### src/design/srpmc_pkg.sv
package srpmc_pkg;

   // Transaction framing
   localparam int ADDR_W         = 7;
   localparam int DATA_W         = 8;
   localparam int NUM_REGS       = 128;
   localparam logic [2:0] BIT_LAST = 3'h7;

   // Register offsets
   localparam logic [6:0] OPMODE_ADDR = 7'h07;
   localparam logic [6:0] OSCCTL_ADDR = 7'h62;

   // Mode-control field positions
   localparam int XTAL_BIT = 0;
   localparam int SYNTH_BIT = 1;
   localparam int RXREQ_BIT = 2;
   localparam int TXREQ_BIT = 3;
   localparam int TSENS_BIT = 4;
   localparam int LBAT_BIT = 5;
   localparam int WUT_BIT = 6;
   localparam int SWRST_BIT = 7;

   // Reset values
   localparam logic [7:0] OPMODE_RST = 8'h01;
   localparam logic [7:0] REG_RST    = 8'h00;

   // Clock rate and entry times
   localparam int CLK_MHZ        = 250;
   localparam int T_SHUT_US      = 16210;
   localparam int T_STBY_US      = 1210;
   localparam int T_READY_US     = 210;
   localparam int T_TUNE_US      = 200;
   // Entry times in system clock cycles, exact
   localparam int CYC_SHUT       = T_SHUT_US * CLK_MHZ;
   localparam int CYC_STBY       = T_STBY_US * CLK_MHZ;
   localparam int CYC_READY      = T_READY_US * CLK_MHZ;
   localparam int CYC_TUNE       = T_TUNE_US * CLK_MHZ;

   typedef enum logic [1:0] {SRPMC_SHUT, SRPMC_IDLE, SRPMC_TX, SRPMC_RX} srpmc_state_t;
   typedef enum logic [2:0] {
      SRPMC_STANDBY, SRPMC_SLEEP, SRPMC_SENSOR, SRPMC_READY, SRPMC_TUNE
   } srpmc_idle_t;

endpackage

### src/design/srpmc_mode_ctrl.sv
`timescale 1ns/1ps
module srpmc_mode_ctrl
   import srpmc_pkg::*;
#(
   parameter int unsigned SHUT_CYC  = CYC_SHUT,
   parameter int unsigned STBY_CYC  = CYC_STBY,
   parameter int unsigned READY_CYC = CYC_READY,
   parameter int unsigned TUNE_CYC  = CYC_TUNE
) (
   input  wire logic         clk,
   input  wire logic         rst,
   input  wire logic         shutSync,
   input  wire logic         fromShut,
   input  wire logic [7:0]   modeReg,
   output srpmc_state_t      state,
   output srpmc_idle_t       idleMode,
   output logic              entryBusy
);

   logic [23:0] waitCnt;
   logic        txWant;
   logic        rxWant;
   logic        sensorOn;

   assign txWant   = modeReg[TXREQ_BIT];
   assign rxWant   = modeReg[RXREQ_BIT];
   assign sensorOn = modeReg[LBAT_BIT] | modeReg[TSENS_BIT];

   // Idle sub-mode decode, priority tune over ready over sensor over sleep
   always_comb begin
      if (modeReg[SYNTH_BIT]) begin
         idleMode = SRPMC_TUNE;
      end else if (modeReg[XTAL_BIT]) begin
         idleMode = SRPMC_READY;
      end else if (sensorOn) begin
         idleMode = SRPMC_SENSOR;
      end else if (modeReg[WUT_BIT]) begin
         idleMode = SRPMC_SLEEP;
      end else begin
         idleMode = SRPMC_STANDBY;
      end
   end

   // Top-level state sequencing with bounded entry delay
   always_ff @(posedge clk) begin
      if (rst) begin
         state     <= SRPMC_SHUT;
         waitCnt   <= 24'h000000;
         entryBusy <= 1'b0;
      end else if (shutSync) begin
         state     <= SRPMC_SHUT;
         waitCnt   <= 24'h000000;
         entryBusy <= 1'b0;
      end else if (entryBusy) begin
         if (waitCnt <= 24'h000001) begin
            entryBusy <= 1'b0;
         end
         waitCnt <= waitCnt - 24'h000001;
      end else begin
         case (state)
            SRPMC_SHUT: begin
               state <= SRPMC_IDLE;
            end
            SRPMC_IDLE: begin
               if (txWant || rxWant) begin
                  state     <= txWant ? SRPMC_TX : SRPMC_RX;
                  entryBusy <= 1'b1;
                  if (fromShut) begin
                     waitCnt <= SHUT_CYC[23:0];
                  end else if (idleMode == SRPMC_TUNE) begin
                     waitCnt <= TUNE_CYC[23:0];
                  end else if (idleMode == SRPMC_READY) begin
                     waitCnt <= READY_CYC[23:0];
                  end else begin
                     waitCnt <= STBY_CYC[23:0];
                  end
               end
            end
            SRPMC_TX: begin
               if (!txWant && rxWant) begin
                  state     <= SRPMC_RX;
                  entryBusy <= 1'b1;
                  waitCnt   <= TUNE_CYC[23:0];
               end else if (!txWant) begin
                  state <= SRPMC_IDLE;
               end
            end
            SRPMC_RX: begin
               if (!rxWant && txWant) begin
                  state     <= SRPMC_TX;
                  entryBusy <= 1'b1;
                  waitCnt   <= TUNE_CYC[23:0];
               end else if (!rxWant) begin
                  state <= SRPMC_IDLE;
               end
            end
            default: begin
               state <= SRPMC_SHUT;
            end
         endcase
      end
   end

   a_entry_bound: assert property (@(posedge clk) disable iff (rst || shutSync)
      $rose(entryBusy) |-> entryBusy [*8])
      else $error("entry wait ended early");
   a_shut_enter: assert property (@(posedge clk) disable iff (rst)
      shutSync |=> state == SRPMC_SHUT)
      else $error("shutdown not entered");

endmodule // srpmc_mode_ctrl

### src/design/srpmc_top.sv
`timescale 1ns/1ps
// Overview of operation
// Frames are 16 bits: direction flag, seven address bits, eight data bits.
// Flag one writes a register, flag zero reads it.
// Seven-bit address picks one of 128 byte registers.
// Address or data byte is captured every eight serial clocks.
// Host keeps the serial clock at or below 10 MHz; the test host runs it at 31.25 MHz.
// On reads the eight incoming data bits are ignored.
// Read data shifts out on eight following falling serial edges.
// Output holds the last read bit while select stays low.
// Output released high through pull-up when select rises.
// Continued clocking under select increments address for each further byte.
// Controller has four states; idle has five sub-modes from mode register.
// Transmit or receive request from idle enters that state automatically.
// Entry times: 16.21 ms, 1.21 ms, 210 us, 200 us.
// Shutdown pin high forces shutdown; registers lost, serial port dead.
// Host holds shutdown pin low outside shutdown.
// Falling shutdown pin edge starts a power-on reset.
// After any reset or shutdown exit, ready sub-mode is default.
// Host reads interrupt status after power-on before low-power modes.
// Mode value zero selects standby; registers stay accessible.
// Wake-up timer bit, value 40h, selects sleep with timer running.
// Battery or temperature sensor bits select sensor mode, enabling them.
// Crystal bit selects ready mode, crystal kept running.
// Host writes 02h to oscillator control, clears bit 1 before leaving.
// Synthesizer bit selects tune; crystal forced on by hardware.
// Input sampled on rising edges, MSB first; frame starts on select fall.
module srpmc_top
   import srpmc_pkg::*;
#(
   parameter int unsigned SHUT_CYC  = CYC_SHUT,
   parameter int unsigned STBY_CYC  = CYC_STBY,
   parameter int unsigned READY_CYC = CYC_READY,
   parameter int unsigned TUNE_CYC  = CYC_TUNE
) (
   input  wire logic         clk,
   input  wire logic         rst,
   input  wire logic         spiClk,
   input  wire logic         spiDin,
   input  wire logic         chip_select_n,
   input  wire logic         shutdown_pin,
   output logic              spiDout,
   output logic              spiDoutOe_n,
   output srpmc_state_t      radioState,
   output srpmc_idle_t       idleMode,
   output logic              entryBusy,
   output logic              xtalOn,
   output logic              synthOn,
   output logic              wakeTimerOn,
   output logic              lowBatOn,
   output logic              tempSensOn,
   output logic              porPulse
);

   // Synchroniser stages
   logic [1:0] sclkSync;
   logic [1:0] sdiSync;
   logic [1:0] csSync;
   logic [1:0] sdnSync;
   logic       sclkPrev;
   logic       csPrev;
   logic       sdnPrev;

   logic       sclkRise;
   logic       sclkFall;
   logic       csFall;
   logic       csHigh;
   logic       shutSync;
   logic       regClr;

   logic [7:0] regs [NUM_REGS];
   logic [7:0] shiftIn;
   logic [2:0] bitCnt;
   logic       inData;
   logic       isWrite;
   logic [6:0] addr;
   logic [7:0] shiftOut;
   logic       readActive;
   logic       fromShut;
   logic       soft_reset_cmd;
   logic [7:0] next_byte;

   // Two-stage synchronisers for all pin inputs
   always_ff @(posedge clk) begin
      if (rst) begin
         sclkSync <= 2'h0;
         sdiSync  <= 2'h0;
         csSync   <= 2'h3;
         sdnSync  <= 2'h3;
      end else begin
         sclkSync <= {sclkSync[0], spiClk};
         sdiSync  <= {sdiSync[0], spiDin};
         csSync   <= {csSync[0], chip_select_n};
         sdnSync  <= {sdnSync[0], shutdown_pin};
      end
   end

   // Edge history on synchronised levels
   always_ff @(posedge clk) begin
      if (rst) begin
         sclkPrev <= 1'b0;
         csPrev   <= 1'b1;
         sdnPrev  <= 1'b1;
      end else begin
         sclkPrev <= sclkSync[1];
         csPrev   <= csSync[1];
         sdnPrev  <= sdnSync[1];
      end
   end

   assign shutSync = sdnSync[1];
   assign csHigh   = csSync[1] | shutSync;
   assign sclkRise = sclkSync[1] & ~sclkPrev & ~csHigh;
   assign sclkFall = ~sclkSync[1] & sclkPrev & ~csHigh;
   assign csFall   = ~csSync[1] & csPrev;
   assign porPulse = sdnPrev & ~sdnSync[1];
   assign regClr   = shutSync | porPulse | soft_reset_cmd;
   assign next_byte = {shiftIn[6:0], sdiSync[1]};

   // Serial frame receiver and byte framing
   always_ff @(posedge clk) begin
      if (rst || csHigh || csFall) begin
         bitCnt  <= 3'h0;
         shiftIn <= 8'h00;
         inData  <= 1'b0;
         isWrite <= 1'b0;
         addr    <= 7'h00;
      end else if (sclkRise) begin
         shiftIn <= next_byte;
         bitCnt  <= bitCnt + 3'h1;
         if (bitCnt == BIT_LAST) begin
            if (!inData) begin
               isWrite <= next_byte[7];
               addr    <= next_byte[6:0];
               inData  <= 1'b1;
            end else begin
               addr <= addr + 7'h01;
            end
         end
      end
   end

   // Register array, cleared on shutdown and reset
   always_ff @(posedge clk) begin
      if (rst || regClr) begin
         for (int i = 0; i < NUM_REGS; i++) begin
            regs[i] <= REG_RST;
         end
         regs[OPMODE_ADDR] <= OPMODE_RST;
      end else if (sclkRise && bitCnt == BIT_LAST && inData && isWrite) begin
         regs[addr] <= next_byte;
      end
   end

   // Soft reset request taken one cycle after a write sets it
   always_ff @(posedge clk) begin
      if (rst) begin
         soft_reset_cmd <= 1'b0;
      end else begin
         soft_reset_cmd <= regs[OPMODE_ADDR][SWRST_BIT] & ~soft_reset_cmd;
      end
   end

   // Read shifter; ignores incoming data bits during reads
   always_ff @(posedge clk) begin
      if (rst || csHigh || csFall) begin
         shiftOut   <= 8'hFF;
         readActive <= 1'b0;
      end else if (sclkRise && bitCnt == BIT_LAST && !(inData && isWrite)) begin
         if (!inData && !next_byte[7]) begin
            shiftOut   <= regs[next_byte[6:0]];
            readActive <= 1'b1;
         end else if (inData && readActive) begin
            shiftOut <= regs[addr + 7'h01];
         end
      end
   end

   // Output bit updated on falling serial edges, held afterwards
   always_ff @(posedge clk) begin
      if (rst || csHigh) begin
         spiDout     <= 1'b1;
         spiDoutOe_n <= 1'b1;
      end else if (sclkFall && readActive) begin
         spiDout     <= shiftOut[~bitCnt];
         spiDoutOe_n <= 1'b0;
      end
   end

   // Shutdown memory for the longest entry time
   always_ff @(posedge clk) begin
      if (rst || shutSync) begin
         fromShut <= 1'b1;
      end else if (radioState != SRPMC_SHUT && regs[OPMODE_ADDR] != OPMODE_RST) begin
         fromShut <= 1'b0;
      end
   end

   srpmc_mode_ctrl #(
      .SHUT_CYC  (SHUT_CYC),
      .STBY_CYC  (STBY_CYC),
      .READY_CYC (READY_CYC),
      .TUNE_CYC  (TUNE_CYC)
   ) u_mode (
      .clk       (clk),
      .rst       (rst),
      .shutSync  (shutSync),
      .fromShut  (fromShut),
      .modeReg   (regs[OPMODE_ADDR]),
      .state     (radioState),
      .idleMode  (idleMode),
      .entryBusy (entryBusy)
   );

   // Block enables from the mode register, synthesizer also on in TX and RX, all off in shutdown
   always_comb begin
      xtalOn      = regs[OPMODE_ADDR][XTAL_BIT] | regs[OPMODE_ADDR][SYNTH_BIT];
      synthOn     = regs[OPMODE_ADDR][SYNTH_BIT] | (radioState == SRPMC_TX)
                    | (radioState == SRPMC_RX);
      wakeTimerOn = regs[OPMODE_ADDR][WUT_BIT];
      lowBatOn    = regs[OPMODE_ADDR][LBAT_BIT];
      tempSensOn  = regs[OPMODE_ADDR][TSENS_BIT];
      if (radioState == SRPMC_SHUT) begin
         xtalOn      = 1'b0;
         synthOn     = 1'b0;
         wakeTimerOn = 1'b0;
         lowBatOn    = 1'b0;
         tempSensOn  = 1'b0;
      end
   end

   a_cs_pullup: assert property (@(posedge clk) disable iff (rst)
      csHigh |=> spiDout && spiDoutOe_n)
      else $error("output not released");
   a_dout_hold: assert property (@(posedge clk) disable iff (rst)
      !csHigh && !sclkFall && !csFall ##1 !csHigh |-> $stable(spiDout))
      else $error("output changed without falling edge");
   a_shut_clear: assert property (@(posedge clk) disable iff (rst)
      shutSync |=> regs[OPMODE_ADDR] == OPMODE_RST)
      else $error("registers kept in shutdown");
   a_por_ready: assert property (@(posedge clk) disable iff (rst)
      porPulse |=> idleMode == SRPMC_READY)
      else $error("not ready after power-on");
   a_tune_xtal: assert property (@(posedge clk) disable iff (rst)
      regs[OPMODE_ADDR][SYNTH_BIT] && radioState != SRPMC_SHUT |-> xtalOn)
      else $error("crystal off in tune");
   a_addr_incr: assert property (@(posedge clk) disable iff (rst || csHigh || csFall)
      sclkRise && bitCnt == BIT_LAST && inData |=> addr == $past(addr) + 7'h01)
      else $error("burst address not incremented");
   a_standby_zero: assert property (@(posedge clk) disable iff (rst)
      regs[OPMODE_ADDR] == 8'h00 |-> idleMode == SRPMC_STANDBY)
      else $error("zero not standby");
   a_sleep_wut: assert property (@(posedge clk) disable iff (rst)
      regs[OPMODE_ADDR] == 8'h40 |-> idleMode == SRPMC_SLEEP)
      else $error("40h not sleep");

endmodule // srpmc_top

### config.mk
export PLATFORM = sky130hd
export DESIGN_NAME = srpmc_top
export DESIGN_NICKNAME = d
export VERILOG_FILES = /design/src/design/srpmc_pkg.sv /design/src/design/srpmc_mode_ctrl.sv /design/src/design/srpmc_top.sv
export SDC_FILE = /design/constraint.sdc
export NUM_CORES = 2
export LEC_CHECK = 0
export BUFFER_PORTS_ARGS = -buffer_cell sky130_fd_sc_hd__buf_2
export CAP_MARGIN = 20
export CORE_MARGIN = 2
export CORE_UTILIZATION = 59
export CTS_BUF_LIST = sky130_fd_sc_hd__clkbuf_16
export CTS_CLUSTER_SIZE = 12
export DETAILED_ROUTE_END_ITERATION = 10
export GPL_ROUTABILITY_DRIVEN = 0
export PLACE_DENSITY = 0.73
export SLEW_MARGIN = 10
export SYNTH_ARGS = -nofsm -noshare
export SYNTH_HDL_FRONTEND = slang
export SYNTH_SLANG_ARGS = --single-unit
### constraint.sdc
create_clock -name clk -period 6.6 [get_ports clk]
set_clock_uncertainty 0.05 [all_clocks]
set_input_delay 0.33 -clock clk [delete_from_list [all_inputs] [get_ports clk]]
set_output_delay 0.33 -clock clk [all_outputs]
set_load 0.05 [all_outputs]
* Yosys cells after proc, flatten, opt, wreduce, memory -nomap -nowiden *
Memories as Yosys holds them, arrays and structs flattened.
Cells that the tools add are included.

storage, ports and cells
  memories = 1
  output and inout port bits = 14
  bits in writable memories = 1024
  bits of input ports = 6
  word-level logic and storage cells = 141
  register bits after elaboration = 70

operators by class
  multiplexer cells = 44
  bitwise logic cells = 24
  magnitude comparators = 2
  add/sub/neg operators = 3
  equality and inequality tests = 13
  reductions and logical operators = 33

memory list
  name  words  bits a word  rd ports  clocked after memory_dff  write ports  RTL line         source
  regs  128    8            3         0                         128          srpmc_top.sv:71  logic [7:0] regs [NUM_REGS];

operator list
  operator                                                                           number
  24-bit 2-to-1 mux                                                                  6
  24-bit case mux with 3 select lines                                                1
  8-bit 2-to-1 mux                                                                   4
  24-bit by 1-bit less-or-equal comparator with 1-bit output, second input constant  1
  24-bit by 1-bit subtractor with 24-bit output, second input constant               1
  1-bit 2-to-1 mux                                                                   19
  19-bit 2-to-1 mux                                                                  1
  7-bit 2-to-1 mux                                                                   2
  1-bit logical AND                                                                  11
  2-bit 2-to-1 mux                                                                   5
  3-bit 2-to-1 mux                                                                   3
  3-bit by 1-bit inequality test with 1-bit output, second input constant            3
  8-bit by 1-bit inequality test with 1-bit output, second input constant            1
  1-bit inverter                                                                     8
  1-bit bitwise OR                                                                   8
  2-bit case mux with 4 select lines                                                 1
  4-bit AND reduction                                                                2
  8-bit OR reduction                                                                 1
  7-bit by 1-bit adder with 7-bit output, second input constant                      1
  1-bit bitwise AND                                                                  7
  3-bit equality test, second input constant                                         2
  3-bit inequality test, second input constant                                       2
  2-bit AND reduction                                                                3
  1-bit zero test                                                                    5
  other kinds (15)                                                                   21

* Logic depth before layout (Yosys ltp) *
An unclocked memory read counts as a cell.

  word-level depth = 12
  gate-level depth with buffers = 13
  gate-level depth less buffers = 8

* By module *
Synthesis repeated with hierarchy kept, for this count alone.

second synthesis, totals
  cell total of the unflattened synthesis = 4668
  area, all modules = 59635.9 um2

modules (own cells, without submodules)
  module           sequential area each (um2)  cells each  area an instance (um2)  instances
  srpmc_top        31610.3                     4425        57770.4                 1
  srpmc_mode_ctrl  540.5                       243         1865.5                  1

* Least setup slack after synthesis *
No wires, ideal clock.

  path kind = register to register
  start point = register addr[1]
  end point = register shiftOut[2]
  required time = 6.414 ns
  clock period less this slack = 3.010 ns
  slack = 3.590 ns
  arrival = 2.824 ns
  cell stages (with the launch flop) = 12
  setup time = 0.136 ns
  buffers on the path = 4
  path through = dfxtp_1 ha_1 clkbuf_1 buf_2 clkbuf_1 buf_1 mux4_2 mux2i_1 a21oi_1 a32o_1 o31ai_1 o211ai_1

on the way
  longest elaborated chain between the ends = 4

ends and longest elaborated chain
  what                                    RTL line          source
  start: declaration                      srpmc_top.sv:76   logic [6:0] addr;
  start signal: assignment                srpmc_top.sv:134  addr <= next_byte[6:0];
  start signal: assignment                srpmc_top.sv:137  addr <= addr + 7'h01;
  7-bit by 1-bit adder with 7-bit output  srpmc_top.sv:174  shiftOut <= regs[addr + 7'h01];
  memory read 128 x 8 bit                 -
  8-bit 2-to-1 mux                        srpmc_top.sv:173  end else if (inData && readActive) begin
  8-bit 2-to-1 mux                        srpmc_top.sv:170  if (!inData && !next_byte[7]) begin
  end signal: assignment                  srpmc_top.sv:171  shiftOut <= regs[next_byte[6:0]];
  end signal: assignment                  srpmc_top.sv:174
  end: declaration                        srpmc_top.sv:77   logic [7:0] shiftOut;

Every way passes these cells. The select of a mux whose other input is x is not followed.
A chain may end at the register's enable or synchronous reset.

* Worst setup path after layout *
  start point = register addr[0]
  end point = register shiftOut[2]

Same word-level chain as after synthesis.

==> results by group <==
Worst hold path
  • Worst Hold Path EP: sdnSync[1]
  • Hold WC Path Type: flip-flop to flip-flop
  • Worst hold start: sdnSync[0]
  • Hold Path Stages: 1

Worst setup path
  • R2R Path End: shiftOut[2]
  • Critical Path AT: 4.95 ns
  • Worst path buffer plus inverter count: 2
  • WP depth: 7
  • Critical-path maximum fanout: 34
  • Slowest cell on crit path: dfxtp_4
  • Crit path required time: 7.14 ns
  • CP peak stage delay: 0.86 ns
  • R2R Setup Slk: 2.19 ns
  • Crit start category: flip-flop
  • Cell family with most CP delay: buffers and inverters
  • Crit path top cell by count: buf_4
  • Cell Chain, Critical Path: buf_4 -> buf_4 -> mux4_2 -> a22oi_1 -> a21boi_0 -> nor4_1 -> o211ai_1
  • Setup CP Type: flip-flop to flip-flop
  • Crit path launch: addr[0]
  • R2r startpoint: addr[0]
  • Crit end category: flip-flop
  • R2r worst-path depth: 7

STA
  • Worst hold margin: 0.389 ns
  • # setup viols final: 0
  • Slew @ Worst Pin: 1.37 ns
  • Slew headroom: 0.0858
  • TNS Setup: 0 ns
  • Highest Clock Rate: 227 MHz
  • Pins over their slew limit: 0
  • Post-route worst setup slack: 2.19 ns
  • Post-route minimum period: 4.41 ns
  • Final period utilization: 0.668
  • RSZ-0062 raised after global routing: no
  • Final hold vios: 0

Yosys
  • Mapped Cells: 4293
  • Warnings from Yosys: 0
  • Synthesized area: 0.0578 mm²
  • Ys flop type: edfxtp_1
  • Post-synth ARST share: 0
  • Seq/Total Area, Yosys: 0.556
  • Syn Nets: 4304
  • Synth Register Bits: 1094
  • Synthesized area per cell: 13.5 µm²
  • Post-synth EDFFs: 1024
  • Cell variety after synth: 75

Global route
  • Vias in the first global route: 38800
  • Met3 Track Usage GR: 0.118
  • Global-route wire length before repair: 267 mm
  • Met2 usage: 0.543
  • Total grt overflow: 0
  • Pin count of the biggest net entering global routing: 110
  • Met1 GRT Util: 0.498
  • Initial antenna violation count: 8
  • GRT Total Usage: 0.366
  • Most Crowded Layer GR: met2

Power and ir drop
  • PwrDens: 217 mW/mm²
  • Leak: 23.2 nW
  • Peak supply drop: 0.000198 V

Placed design
  • Post-DP HPWL: 117 mm
  • Placed cells: 5231
  • Pre-CTS setup slack: 2.27 ns
  • IO buf count: 19

Clock network
  • CTS sink count: 1094
  • Worst-path clk slew: 0.06 ns
  • H-tree depth: 3
  • CTS buffer count: 112
  • Hold buffer count at cts: 9
  • Post-CTS setup buffers: 0
  • Root buffer selected by CTS: clkbuf_16
  • TritonCTS clock tree: built
  • Post-CTS sizing: 0
  • Maximum buffer depth of the clock tree: 3
  • Clock Latency Late Sink: 0.72 ns

Floorplanning
  • Core ar.: 0.0969 mm²
  • Die W: 317 µm
  • Rows: 114
  • IO Count: 20
  • Starting Density: 0.597
  • Full die area: 0.100 mm²
  • Die Ht: 317 µm

Job
  • Max Cap Viol: 0

Outcome
  • Status: finished with violations
  • Failing checks: DRC

Routing
  • Total number of vias: 40900
  • Wirelength per Cell: 33.4 µm
  • Drt via density: 7.51
  • Drc violations: 3
  • Post-route ant nets: 0
  • Detailed router's first-iteration violation count: 7060
  • First-pass DRT Iterations: 11
  • Final Routed Wirelength: 182 mm

Final layout
  • Layout cells sized above 1: 0.205
  • P&R area growth vs syn: 7.65%
  • Non-Filler Instances: 5448
  • Area of the multi-input gates: 0.0238 mm²
  • FF/Latch Area: 0.0322 mm²
  • Nets: 4093
  • Fillers: 6864
through the flow:
stage / total power, W / util / area, µm²
6_report: 0.0135 / 0.642 / 62200
5_1_grt: 0.0138 / 0.642 / 62200
4_1_cts: 0.0135 / 0.642 / 62200
3_5_place_dp: 0.00776 / 0.607 / 58800
3_3_place_gp: 0.00776 / 0.606 / 58700
2_1_floorplan: 0.00773 / - / 57800
how the worst max path moves through the flow:
stage	to	slack, ns
final	shiftOut[2]	2.19
after global routing	shiftOut[0]	2.02
after CTS	shiftOut[0]	2.24
after detailed placement	shiftOut[0]	2.27
after global placement	shiftOut[2]	1.89
after floorplan	shiftOut[2]	3.59
synth_stat cells (7+ instances only):
master | instances | area (µm²)
nand3_1 | 53 | 265
nor2_1 | 599 | 2250
nor3_1 | 37 | 185
nor2b_1 | 13 | 81.3
and2_1 | 9 | 56.3
nor4_1 | 8 | 50.1
mux2i_1 | 96 | 961
o211ai_1 | 10 | 75.1
o31ai_1 | 9 | 67.6
nand4_1 | 20 | 125
edfxtp_1 | 1024 | 30700
a2111oi_0 | 7 | 61.3
buf_2 | 95 | 475
o21ai_0 | 34 | 170
mux4_2 | 524 | 11800
and3_1 | 527 | 3300
xnor2_1 | 9 | 78.8
dfxtp_1 | 70 | 1400
a211oi_1 | 21 | 158
a22oi_1 | 53 | 398
nand2b_1 | 9 | 56.3
a31oi_1 | 9 | 56.3
buf_1 | 18 | 67.6
clkbuf_1 | 325 | 1220
buf_4 | 20 | 150
o22ai_1 | 22 | 138
or3_1 | 12 | 75.1
inv_1 | 11 | 41.3
nand2_1 | 413 | 1550
a21oi_1 | 90 | 450
o221ai_1 | 30 | 263
area by class of cell:
type,instances,share of cell area
clock buffer,116,0.0467
sequential,1094,0.517
clock inverter,82,0.00642
antenna,6,0.000241
timing repair buffer,134,0.0194
inverter,14,0.00113
tap,1276,0.0257
multi-input combinational,2726,0.383
kinds of logic (layout without fill, tap and decap cells):
kind of cell / Yosys count / in the layout / share of synthesized area
adders and majority gates: 5 / 5 / 0.00108
buffers and inverters: 473 / 346 / 0.0342
AOI/OAI and AO/OA: 338 / 338 / 0.0396
xor gates and xnor gates: 15 / 15 / 0.00240
other: 0 / 6 / 0
DFF: 1094 / 1094 / 0.556
muxes: 622 / 622 / 0.221
and+or+nand+nor: 1746 / 1746 / 0.145
state kept, by name (all words and copies together), names as in the netlist:
register and count:
regs 1024, u_mode.waitCnt 24, shiftOut 8, addr 7, shiftIn 7, bitCnt 3, csSync 2, sclkSync 2
sdiSync 2, sdnSync 2, u_mode.state 2, csPrev 1, fromShut 1, inData 1, isWrite 1, readActive 1
sclkPrev 1, sdnPrev 1, soft_reset_cmd 1, spiDout 1, spiDoutOe_n 1, u_mode.entryBusy 1
layer usage:
metal	share of wire	wire (µm)	vias to the layer above
met2	0.45	81600	3615
met1	0.34	62200	20400
met5	0.000044	8	-
li1	-	-	16300
met4	0.056	10200	2
met3	0.15	28000	645
power breakdown:
group | switching, W | total [W] | leakage [nW] | internal [W]
Clock | 0.00269 | 0.00590 | 1.77 | 0.00321
Sequential | 0.0000184 | 0.00751 | 13.2 | 0.00749
Combinational | 0.0000662 | 0.000111 | 8.22 | 0.0000453
cells in the final DEF (no fill, tap or decap), drive strengths merged, types with 8 or more instances in the layout:
cell,instances
a211oi,21
buf,123
a21oi,90
nand3,54
o31ai,9
dlygate4sd3,9
mux2i,96
and3,527
inv,51
clkbuf,118
o221ai,30
or3,12
nand4,20
nor3,39
dfxtp,70
a31oi,9
nand2,414
and2,12
nor4,8
xnor2,10
o211ai,10
mux4,524
edfxtp,1024
nand2b,9
a22oi,53
clkinv,43
o21ai,35
nor2b,13
o22ai,22
nor2,606
Note: power is estimated with default switching activity, not from simulation.
